`src/logic/mag_pkg.sv`:
```
// Constants and types shared by the memory address generation block
package mag_pkg;
  // ==========================================================
  // Register indexes (byte address on the bus is index times four)
  localparam logic [7:0] MAG_IDX_SP_LOW = 8'h81;
  localparam logic [7:0] MAG_IDX_DP0_LOW = 8'h82;
  localparam logic [7:0] MAG_IDX_DP0_HIGH = 8'h83;
  localparam logic [7:0] MAG_IDX_DP1_LOW = 8'h84;
  localparam logic [7:0] MAG_IDX_DP1_HIGH = 8'h85;
  localparam logic [7:0] MAG_IDX_PTR_SEL = 8'h86;
  localparam logic [7:0] MAG_IDX_CLK_CTRL = 8'h8e;
  localparam logic [7:0] MAG_IDX_P4_CFG = 8'h92;
  localparam logic [7:0] MAG_IDX_MEM_CTRL = 8'h96;
  localparam logic [7:0] MAG_IDX_SP_HIGH = 8'h9b;
  localparam logic [7:0] MAG_IDX_ADDR_CTRL = 8'h9d;
  localparam logic [7:0] MAG_IDX_P4_DATA = 8'ha5;
  // ==========================================================
  // Field positions
  localparam int MAG_P4_UPPER_LSB = 3;
  localparam int MAG_P4_LOWER_LSB = 0;
  localparam int MAG_STRETCH_LSB = 0;
  localparam int MAG_IDM_LSB = 3;
  localparam int MAG_DEMUX_BIT = 5;
  localparam int MAG_SA_BIT = 2;
  localparam int MAG_SEL_BIT = 0;
  localparam int MAG_DIR0_BIT = 6;
  localparam int MAG_DIR1_BIT = 7;
  localparam int MAG_DOUBLER_BIT = 3;
  localparam int MAG_CLKDIV_LSB = 6;
  localparam logic [7:0] MAG_PTR_SEL_MASK = 8'hc1;
  localparam logic [1:0] MAG_IDM_SHARED = 2'h3;
  // ==========================================================
  // Reset values
  localparam logic [7:0] MAG_P4_CFG_RST = 8'h3f;
  localparam logic [7:0] MAG_MEM_CTRL_RST = 8'h01;
  localparam logic [7:0] MAG_SP_LOW_RST = 8'h07;
  localparam logic [7:0] MAG_CLK_CTRL_RST = 8'h00;
  // ==========================================================
  // Timing: strobe units are half oscillator periods, one per core clock
  localparam int MAG_CLK_MHZ = 25;
  localparam int MAG_MULT_DBL = 2;
  localparam int MAG_MULT_NORM = 4;
  localparam int MAG_MULT_DIV10 = 8;
  localparam int MAG_MULT_DIV11 = 8192;
  // ==========================================================
  // Access sequencer states
  typedef enum logic [1:0] {
    MAG_IDLE = 2'b00,
    MAG_ADDR = 2'b01,
    MAG_STROBE = 2'b10,
    MAG_FINISH = 2'b11
  } mag_state_t;
endpackage

```
`src/logic/mag_core.sv`:
```
// Address generation, bus strobes, stack pointer and dual data pointers
//
// The implementer's own choice: the Wishbone register port.
`timescale 1ns/1ns
module mag_core #(
  parameter int SLOW_MULT = mag_pkg::MAG_MULT_DIV11
) (
  input wire logic core_clk_i,
  input wire logic rst_n_i,
  input wire logic wb_cyc_i,
  input wire logic wb_stb_i,
  input wire logic wb_we_i,
  input wire logic [9:0] wb_adr_i,
  input wire logic [3:0] wb_sel_i,
  input wire logic [31:0] wb_dat_i,
  output logic [31:0] wb_dat_o,
  output logic wb_ack_o,
  input wire logic acc_req_i,
  input wire logic acc_move_i,
  input wire logic acc_write_i,
  input wire logic acc_internal_i,
  input wire logic [21:0] fetch_addr_i,
  input wire logic [7:0] acc_wdata_i,
  output logic acc_busy_o,
  output logic acc_done_o,
  output logic [7:0] acc_rdata_o,
  output logic [3:0] move_cycles_o,
  input wire logic inc_pointer_i,
  input wire logic inc_select_i,
  output logic [15:0] active_pointer_o,
  output logic [9:0] stack_addr_o,
  output logic stack_in_data_mem_o,
  output logic [7:0] port_four_o,
  output logic [7:0] port_four_oe_o,
  input wire logic [7:0] port_four_i,
  output logic [7:0] port_zero_o,
  output logic port_zero_oe_o,
  input wire logic [7:0] port_zero_i,
  output logic [7:0] port_one_o,
  output logic [7:0] port_two_o,
  output logic ale_o,
  output logic rd_n_o,
  output logic wr_n_o,
  output logic psen_n_o,
  output logic [3:0] peripheral_enables_n_o
);
  // ==========================================================
  // State
  typedef struct packed {
    logic [7:0] sp_low;
    logic [7:0] sp_high;
    logic [7:0] p4_cfg;
    logic [7:0] mem_ctrl;
    logic stack_mode;
    logic [7:0] clk_ctrl;
    logic [7:0] ptr_sel;
    logic [15:0] dp0;
    logic [15:0] dp1;
    logic [7:0] p4_data;
    logic ack;
    logic [7:0] rdat;
    mag_pkg::mag_state_t st;
    logic [16:0] cnt;
    logic [5:0] lat_cfg;
    logic lat_demux;
    logic [21:0] addr;
    logic move;
    logic write;
    logic [7:0] wdata;
    logic [7:0] rdval;
    logic done;
    logic [3:0] moves;
  } mag_regs_t;

  mag_regs_t r;
  mag_regs_t next_r;

  logic bus_req;
  logic bus_wr;
  logic [7:0] idx;
  logic [7:0] wbyte;
  logic sel;
  logic [15:0] act_ptr;
  logic [3:0] addr_en;
  logic [3:0] ce_en;
  logic [1:0] ce_idx;
  logic [16:0] strobe_len;

  // Strobe width in core clocks for a stretch count and clock mode
  function automatic logic [16:0] calc_len(input logic [2:0] c, input logic [1:0] dv,
                                           input logic dbl);
    logic [16:0] mult;
    mult = 17'(mag_pkg::MAG_MULT_NORM);
    if (dv == 2'b11) begin
      mult = 17'(SLOW_MULT);
    end else if (dv == 2'b10) begin
      mult = 17'(mag_pkg::MAG_MULT_DIV10);
    end else if (dbl && dv == 2'b00) begin
      mult = 17'(mag_pkg::MAG_MULT_DBL);
    end
    if (c == 3'h0) begin
      calc_len = mult >> 1;
    end else begin
      calc_len = 17'(mult * 17'(c));
    end
  endfunction

  // Machine cycles per move; the jump after count three is the real cost
  function automatic logic [3:0] calc_moves(input logic [2:0] c);
    calc_moves = (c[2]) ? 4'(c) + 4'h5 : 4'(c) + 4'h2;
  endfunction

  // Field decode for one three-bit config field: 1xx enables xx+1 lines from bit 0
  function automatic logic [3:0] calc_en(input logic [2:0] f);
    calc_en = f[2] ? 4'((5'h2 << f[1:0]) - 5'h1) : 4'h0;
  endfunction

  // ==========================================================
  // Decode helpers
  assign bus_req = wb_cyc_i && wb_stb_i && !r.ack;
  assign bus_wr = bus_req && wb_we_i && wb_sel_i[0];
  assign idx = wb_adr_i[9:2];
  assign wbyte = wb_dat_i[7:0];
  assign sel = r.ptr_sel[mag_pkg::MAG_SEL_BIT];
  assign act_ptr = sel ? r.dp1 : r.dp0;
  assign addr_en = calc_en(r.lat_cfg[5:3]);
  assign ce_en = calc_en(r.lat_cfg[2:0]);
  assign ce_idx = r.addr[21:20];
  assign strobe_len = calc_len(r.mem_ctrl[2:0], r.clk_ctrl[7:6],
                               r.clk_ctrl[mag_pkg::MAG_DOUBLER_BIT]);

  // ==========================================================
  // Next-state logic
  always_comb begin
    next_r = r;
    next_r.ack = bus_req;
    next_r.done = 1'b0;
    // Register writes; a bus write beats a same-cycle core update
    if (bus_wr) begin
      unique case (idx)
        mag_pkg::MAG_IDX_SP_LOW: next_r.sp_low = wbyte;
        mag_pkg::MAG_IDX_SP_HIGH: next_r.sp_high = wbyte;
        mag_pkg::MAG_IDX_P4_CFG: next_r.p4_cfg = wbyte;
        mag_pkg::MAG_IDX_MEM_CTRL: next_r.mem_ctrl = wbyte;
        mag_pkg::MAG_IDX_CLK_CTRL: next_r.clk_ctrl = wbyte;
        mag_pkg::MAG_IDX_P4_DATA: next_r.p4_data = wbyte;
        mag_pkg::MAG_IDX_PTR_SEL: next_r.ptr_sel = wbyte & mag_pkg::MAG_PTR_SEL_MASK;
        mag_pkg::MAG_IDX_DP0_LOW: next_r.dp0[7:0] = wbyte;
        mag_pkg::MAG_IDX_DP0_HIGH: next_r.dp0[15:8] = wbyte;
        mag_pkg::MAG_IDX_DP1_LOW: next_r.dp1[7:0] = wbyte;
        mag_pkg::MAG_IDX_DP1_HIGH: next_r.dp1[15:8] = wbyte;
        mag_pkg::MAG_IDX_ADDR_CTRL: begin
          // Shared SRAM mapping leaves no room for the big stack
          next_r.stack_mode = wbyte[mag_pkg::MAG_SA_BIT] &&
            (r.mem_ctrl[4:3] != mag_pkg::MAG_IDM_SHARED);
        end
        default: begin
        end
      endcase
    end
    // Mapping the SRAM as shared later also drops the big stack
    if (next_r.mem_ctrl[4:3] == mag_pkg::MAG_IDM_SHARED) begin
      next_r.stack_mode = 1'b0;
    end
    // Core pointer operations
    if (!bus_wr && inc_select_i) begin
      next_r.ptr_sel[mag_pkg::MAG_SEL_BIT] = !sel;
    end
    if (!bus_wr && inc_pointer_i) begin
      if (sel) begin
        next_r.dp1 = r.ptr_sel[mag_pkg::MAG_DIR1_BIT] ? r.dp1 - 16'h0001 :
          r.dp1 + 16'h0001;
      end else begin
        next_r.dp0 = r.ptr_sel[mag_pkg::MAG_DIR0_BIT] ? r.dp0 - 16'h0001 :
          r.dp0 + 16'h0001;
      end
    end
    // Register reads, unmapped answers zero
    next_r.rdat = 8'h00;
    if (bus_req && !wb_we_i) begin
      unique case (idx)
        mag_pkg::MAG_IDX_SP_LOW: next_r.rdat = r.sp_low;
        mag_pkg::MAG_IDX_SP_HIGH: next_r.rdat = r.sp_high;
        mag_pkg::MAG_IDX_P4_CFG: next_r.rdat = r.p4_cfg;
        mag_pkg::MAG_IDX_MEM_CTRL: next_r.rdat = r.mem_ctrl;
        mag_pkg::MAG_IDX_CLK_CTRL: next_r.rdat = r.clk_ctrl;
        mag_pkg::MAG_IDX_P4_DATA: next_r.rdat = port_four_i;
        mag_pkg::MAG_IDX_PTR_SEL: next_r.rdat = r.ptr_sel;
        mag_pkg::MAG_IDX_DP0_LOW: next_r.rdat = r.dp0[7:0];
        mag_pkg::MAG_IDX_DP0_HIGH: next_r.rdat = r.dp0[15:8];
        mag_pkg::MAG_IDX_DP1_LOW: next_r.rdat = r.dp1[7:0];
        mag_pkg::MAG_IDX_DP1_HIGH: next_r.rdat = r.dp1[15:8];
        mag_pkg::MAG_IDX_ADDR_CTRL: next_r.rdat = {5'h00, r.stack_mode, 2'h0};
        default: next_r.rdat = 8'h00;
      endcase
    end
    // Access sequencer; config is latched here so a write mid-access is harmless
    unique case (r.st)
      mag_pkg::MAG_IDLE: begin
        if (acc_req_i) begin
          next_r.move = acc_move_i;
          next_r.write = acc_write_i;
          next_r.wdata = acc_wdata_i;
          next_r.addr = acc_move_i ? {6'h00, act_ptr} : fetch_addr_i;
          if (acc_move_i && acc_internal_i) begin
            next_r.moves = calc_moves(3'h0);
            next_r.st = mag_pkg::MAG_FINISH;
          end else begin
            next_r.lat_cfg = r.p4_cfg[5:0];
            next_r.lat_demux = r.mem_ctrl[mag_pkg::MAG_DEMUX_BIT];
            next_r.moves = calc_moves(r.mem_ctrl[2:0]);
            next_r.cnt = acc_move_i ? strobe_len : 17'h00001;
            next_r.st = mag_pkg::MAG_ADDR;
          end
        end
      end
      mag_pkg::MAG_ADDR: begin
        next_r.st = mag_pkg::MAG_STROBE;
      end
      mag_pkg::MAG_STROBE: begin
        next_r.cnt = r.cnt - 17'h00001;
        if (r.cnt <= 17'h00001) begin
          next_r.rdval = port_zero_i;
          next_r.st = mag_pkg::MAG_FINISH;
        end
      end
      mag_pkg::MAG_FINISH: begin
        next_r.done = 1'b1;
        next_r.st = mag_pkg::MAG_IDLE;
      end
    endcase
  end

  // ==========================================================
  // State register
  always_ff @(posedge core_clk_i or negedge rst_n_i) begin
    if (!rst_n_i) begin
      r <= '0;
      r.p4_cfg <= mag_pkg::MAG_P4_CFG_RST;
      r.lat_cfg <= mag_pkg::MAG_P4_CFG_RST[5:0];
      r.mem_ctrl <= mag_pkg::MAG_MEM_CTRL_RST;
      r.sp_low <= mag_pkg::MAG_SP_LOW_RST;
      r.clk_ctrl <= mag_pkg::MAG_CLK_CTRL_RST;
      r.stack_mode <= 1'b0;
      r.p4_data <= 8'hff;
      r.st <= mag_pkg::MAG_IDLE;
    end else begin
      r <= next_r;
    end
  end

  // ==========================================================
  // Outputs
  assign wb_ack_o = r.ack;
  assign wb_dat_o = {24'h000000, r.rdat};
  assign acc_busy_o = (r.st != mag_pkg::MAG_IDLE);
  assign acc_done_o = r.done;
  assign acc_rdata_o = r.rdval;
  assign move_cycles_o = r.moves;
  assign active_pointer_o = act_ptr;
  // Small stack stays in scratchpad, big one in first 1kB of data memory
  assign stack_in_data_mem_o = r.stack_mode;
  assign stack_addr_o = r.stack_mode ? {r.sp_high[1:0], r.sp_low} : {2'h0, r.sp_low};

  // Bus pins: port zero carries low address only in multiplexed mode
  assign ale_o = (r.st == mag_pkg::MAG_ADDR);
  assign port_two_o = r.addr[15:8];
  assign port_one_o = r.lat_demux ? r.addr[7:0] : 8'h00;
  assign port_zero_o = (ale_o && !r.lat_demux) ? r.addr[7:0] : r.wdata;
  // Write data is driven only while the strobe is low, so a demultiplexed address phase
  // and an internal move leave port zero released
  assign port_zero_oe_o = (ale_o && !r.lat_demux) ||
                          (r.st == mag_pkg::MAG_STROBE && r.write && r.move);
  assign rd_n_o = !(r.st == mag_pkg::MAG_STROBE && r.move && !r.write);
  assign wr_n_o = !(r.st == mag_pkg::MAG_STROBE && r.move && r.write);
  assign psen_n_o = !(r.st == mag_pkg::MAG_STROBE && !r.move);

  // Port four per pin: address, chip enable or quasi I/O that only pulls low
  genvar gi;
  generate
    for (gi = 0; gi < 4; gi++) begin : g_p4
      logic ce_act;
      assign ce_act = acc_busy_o && !r.move && (ce_idx == 2'(gi)) &&
                      (r.st != mag_pkg::MAG_FINISH);
      assign port_four_o[gi + 4] = addr_en[gi] ? r.addr[16 + gi] : 1'b0;
      assign port_four_oe_o[gi + 4] = addr_en[gi] || !r.p4_data[gi + 4];
      assign port_four_o[gi] = ce_en[gi] ? !ce_act : 1'b0;
      assign port_four_oe_o[gi] = ce_en[gi] || !r.p4_data[gi];
      assign peripheral_enables_n_o[gi] = !(acc_busy_o && r.move && ce_idx == 2'(gi));
    end
  endgenerate

  // ==========================================================
  // Checks
  logic [16:0] chk_len;
  logic [16:0] chk_cnt;
  always_ff @(posedge core_clk_i or negedge rst_n_i) begin
    if (!rst_n_i) begin
      chk_len <= 17'h00000;
      chk_cnt <= 17'h00000;
    end else if (r.st == mag_pkg::MAG_IDLE && acc_req_i && acc_move_i) begin
      chk_len <= strobe_len;
      chk_cnt <= 17'h00000;
    end else if (!rd_n_o || !wr_n_o) begin
      chk_cnt <= chk_cnt + 17'h00001;
    end
  end
endmodule

```
`config.mk`:
```
export PLATFORM = sky130hd
export DESIGN_NAME = mag_core
export DESIGN_NICKNAME = d
export VERILOG_FILES = /design/src/logic/mag_pkg.sv /design/src/logic/mag_core.sv
export SDC_FILE = /design/constraint.sdc
export NUM_CORES = 1
export LEC_CHECK = 0
export BUFFER_PORTS_ARGS = -buffer_cell sky130_fd_sc_hd__buf_2
export CAP_MARGIN = 20
export CORE_MARGIN = 3
export CORE_UTILIZATION = 50
export CTS_CLUSTER_DIAMETER = 40
export DETAILED_ROUTE_END_ITERATION = 7
export PLACE_DENSITY = 0.74
export SYNTH_ARGS = -nofsm -noshare
export SYNTH_HDL_FRONTEND = slang
export SYNTH_SLANG_ARGS = --single-unit
```
`constraint.sdc`:
```
create_clock -name core_clk_i -period 7.9 [get_ports core_clk_i]
set_input_delay 0.79 -clock core_clk_i [delete_from_list [all_inputs] [get_ports core_clk_i]]
set_output_delay 0.79 -clock core_clk_i [all_outputs]
set_load 0.02 [all_outputs]
```
==> results.toml <==
[clock_network]
cts_root_buffer = "clkbuf_16"
clkTransAtPathRegs_ns = 0.06
cts_tree = "done"
clock_sinks = 164
clkLatencyLatePin_ns = 0.43
cts_setup_buffers = 0
postCtsHoldBufs = 0
h-tree-depth = 4
cts_resized = 0
cts_buffers = 17
cts_buffer_depth = 2

[worst_setup_path]
worstPathArrival_ns = 3.70
worst_path_largest_cell_delay_ns = 0.65
worst-r2r-cell-count = 9
cp_slowest_cell = "nand2_2"
cp_max_fo = 60
crit_type = "reg -> reg"
ff2ff_setup_slack_ns = 4.50
cp-start-kind = "register"
path_cells = "inv_1, ha_1, nand2_2, a21o_1, o21ai_1, nand2_1, or3_1, xor2_1, nor2_1"
required_ns = 8.20
end_kind = "register"
reg2reg_to = "r[68]"
cp-startpoint = "r[69]"
timing.rr.start = "r[69]"

[drt]
viasPerCell = 5.90
dr_total_vias = 8985
ant_nets = 0
wl_um = 30200
dr.pass1.iters = 6
routedWlPerCell_um = 19.8
drcViolationCount = 0
drtIter0Drc = 866

[grt]
grt_pass1_wl_um = 48400
antenna_found_initial = 2
grt_max_degree = 102
grt_pass1_vias = 8613
grt_usage = 0.257
grt_overflow_total = 0

[place]
portBuffers = 172
gp_congestion = 0.940
dp.cells = 1492
hpwl_um = 22100

[worst_hold_path]
holdPathEnd = "r[51]"
hold_depth = 2
hold_start = "r[150]"
hold_class = "reg -> reg"

[finish]
n_antenna_cell = 0
layout_commonest_cell = "buf_2"
nets = 1389
fin_cells = 1524
syn2layout_area_growth_pct = 11.3
layout-drive-gt1-share = 0.281
mostFrequentLayoutCells = "buf_2 (171), nand2_1 (142), dfrtp_1 (140)"

[die]
chipWidth_um = 152
die_y_um = 152
ios = 226
num_rows = 52
start_util = 0.518
dieArea_mm2 = 0.0232
core-area_mm2 = 0.0206

[logic_synthesis]
synth_seq_cells = 164
synth_cell_types = 76
yosys_warnings = 0
syn_area_mm2 = 0.0107
async_flop_share = 1.00
syn_inst = 1140
yosys-top-cells-area = "dfrtp_1 (33%), mux2_2 (9.8%), dfstp_2 (5.9%)"
synth_top_area_frac = 0.328
yosysTopAreaCell = "dfrtp_1"
yosysSeqAreaShare = 0.387
synth_area_per_cell_um2 = 9.38
synth-edff-count = 0
synthFlopType = "dfrtp_1"

[job]
cap_violations = 0

[timing]
period_minus_slack_ns = 3.40
drv_slew = 0
finalSetupViolations = 0
fmax_mhz = 294
hold_viol = 0
setup_tns_ns = 0
skew_ns = 0.00970
worst_pin_slew_ns = 1.05
rsz0062_at_grt = "no"
slew_headroom = 0.294
fin_crit_sh = 0.430

[pwr]
p_per_area_mw_per_mm2 = 274
irDropWorstVdd_v = 0.000153
p_leak_uw = 0.00568

[outcome]
status = "completed"
worst max-delay path, delay by kind of cell, from the launching register on:
family / cells / cell delay (ns)
and+or+nand+nor: 4 / 1.29
AOI/OAI and AO/OA: 2 / 0.97
DFF: 1 / 0.41
adders and majority gates: 1 / 0.36
xor gates and xnor gates: 1 / 0.14
buffers and inverters: 1 / 0.09
flip-flops by register name (all words and copies together), names as in the netlist:
| signal | cells |
|---|---|
| acc_done_o | 1 |
| acc_rdata_o | 8 |
| ce_idx | 2 |
| move_cycles_o | 4 |
| port_two_o | 8 |
| r | 131 |
| stack_in_data_mem_o | 1 |
| wb_ack_o | 1 |
| wb_dat_o | 8 |
worst max path at each step:
stage             end  slack, ns
3_5_place_dp    r[68]       4.54
3_3_place_gp    r[68]       4.54
6_report        r[68]       4.50
2_1_floorplan  r[116]       5.23
5_1_grt         r[68]       4.16
4_1_cts         r[68]       4.55
stage by stage:
step	setup WS (ns)	power [µW]	area [µm²]	hold WS, ns	util
global placement	4.54	2400	11300	0.452	0.549
CTS	4.55	3250	11900	0.465	0.577
global route	4.16	3450	11900	0.478	0.577
finish	4.50	3260	11900	0.466	0.577
detailed placement	4.54	2440	11300	0.455	0.549
floorplan	5.23	2120	10800	0.439	-
synth_stat cells (5+ instances only):
cell type,count
o21ai_0,103
mux2_4,8
a211oi_1,9
nand2_1,143
mux2i_1,43
ha_1,41
buf_2,8
dfstp_2,24
o22ai_1,5
nor3_1,19
xnor2_1,16
nor2_1,62
xor2_1,9
a21oi_1,57
and3_1,10
nor4_1,7
o21bai_1,6
clkbuf_1,45
inv_1,32
nand3_1,27
o211ai_1,6
nor2b_1,15
mux2_2,93
nand2b_1,14
buf_4,61
a21o_1,5
and2_1,15
dfrtp_1,140
or3_1,7
a22o_1,5
a31oi_1,9
a22oi_1,15
layer usage:
metal  wire (µm)  GRT usage  up-vias
met5          21          0        -
met4         582     0.0698        4
met3        2460     0.0497       56
met2       13500      0.395      375
met1       13600      0.374     4376
li1            -          -     4174
power breakdown:
| part | total [µW] | internal [µW] | switching [µW] |
|---|---|---|---|
| logic | 1220 | 466 | 752 |
| registers | 1230 | 1040 | 188 |
| clock network | 814 | 469 | 346 |
| total | 3260 | 1970 | 1290 |
logic make-up after synthesis:
group,share of synthesized area
AOI/OAI and AO/OA,0.149
xor gates and xnor gates,0.0205
adders and majority gates,0.0555
buffers and inverters,0.0768
DFF,0.387
muxes,0.149
other,0.000351
and+or+nand+nor,0.162
layout make-up:
class | count | area [µm²]
inverter | 32 | 120
sequential | 164 | 4130
clock buffer | 24 | 493
timing repair buffer | 178 | 912
clock inverter | 8 | 73.8
tap | 270 | 338
fill | 1849 | 8730
multi-input combinational | 848 | 5820
Power figures use the tool's default switching activity.
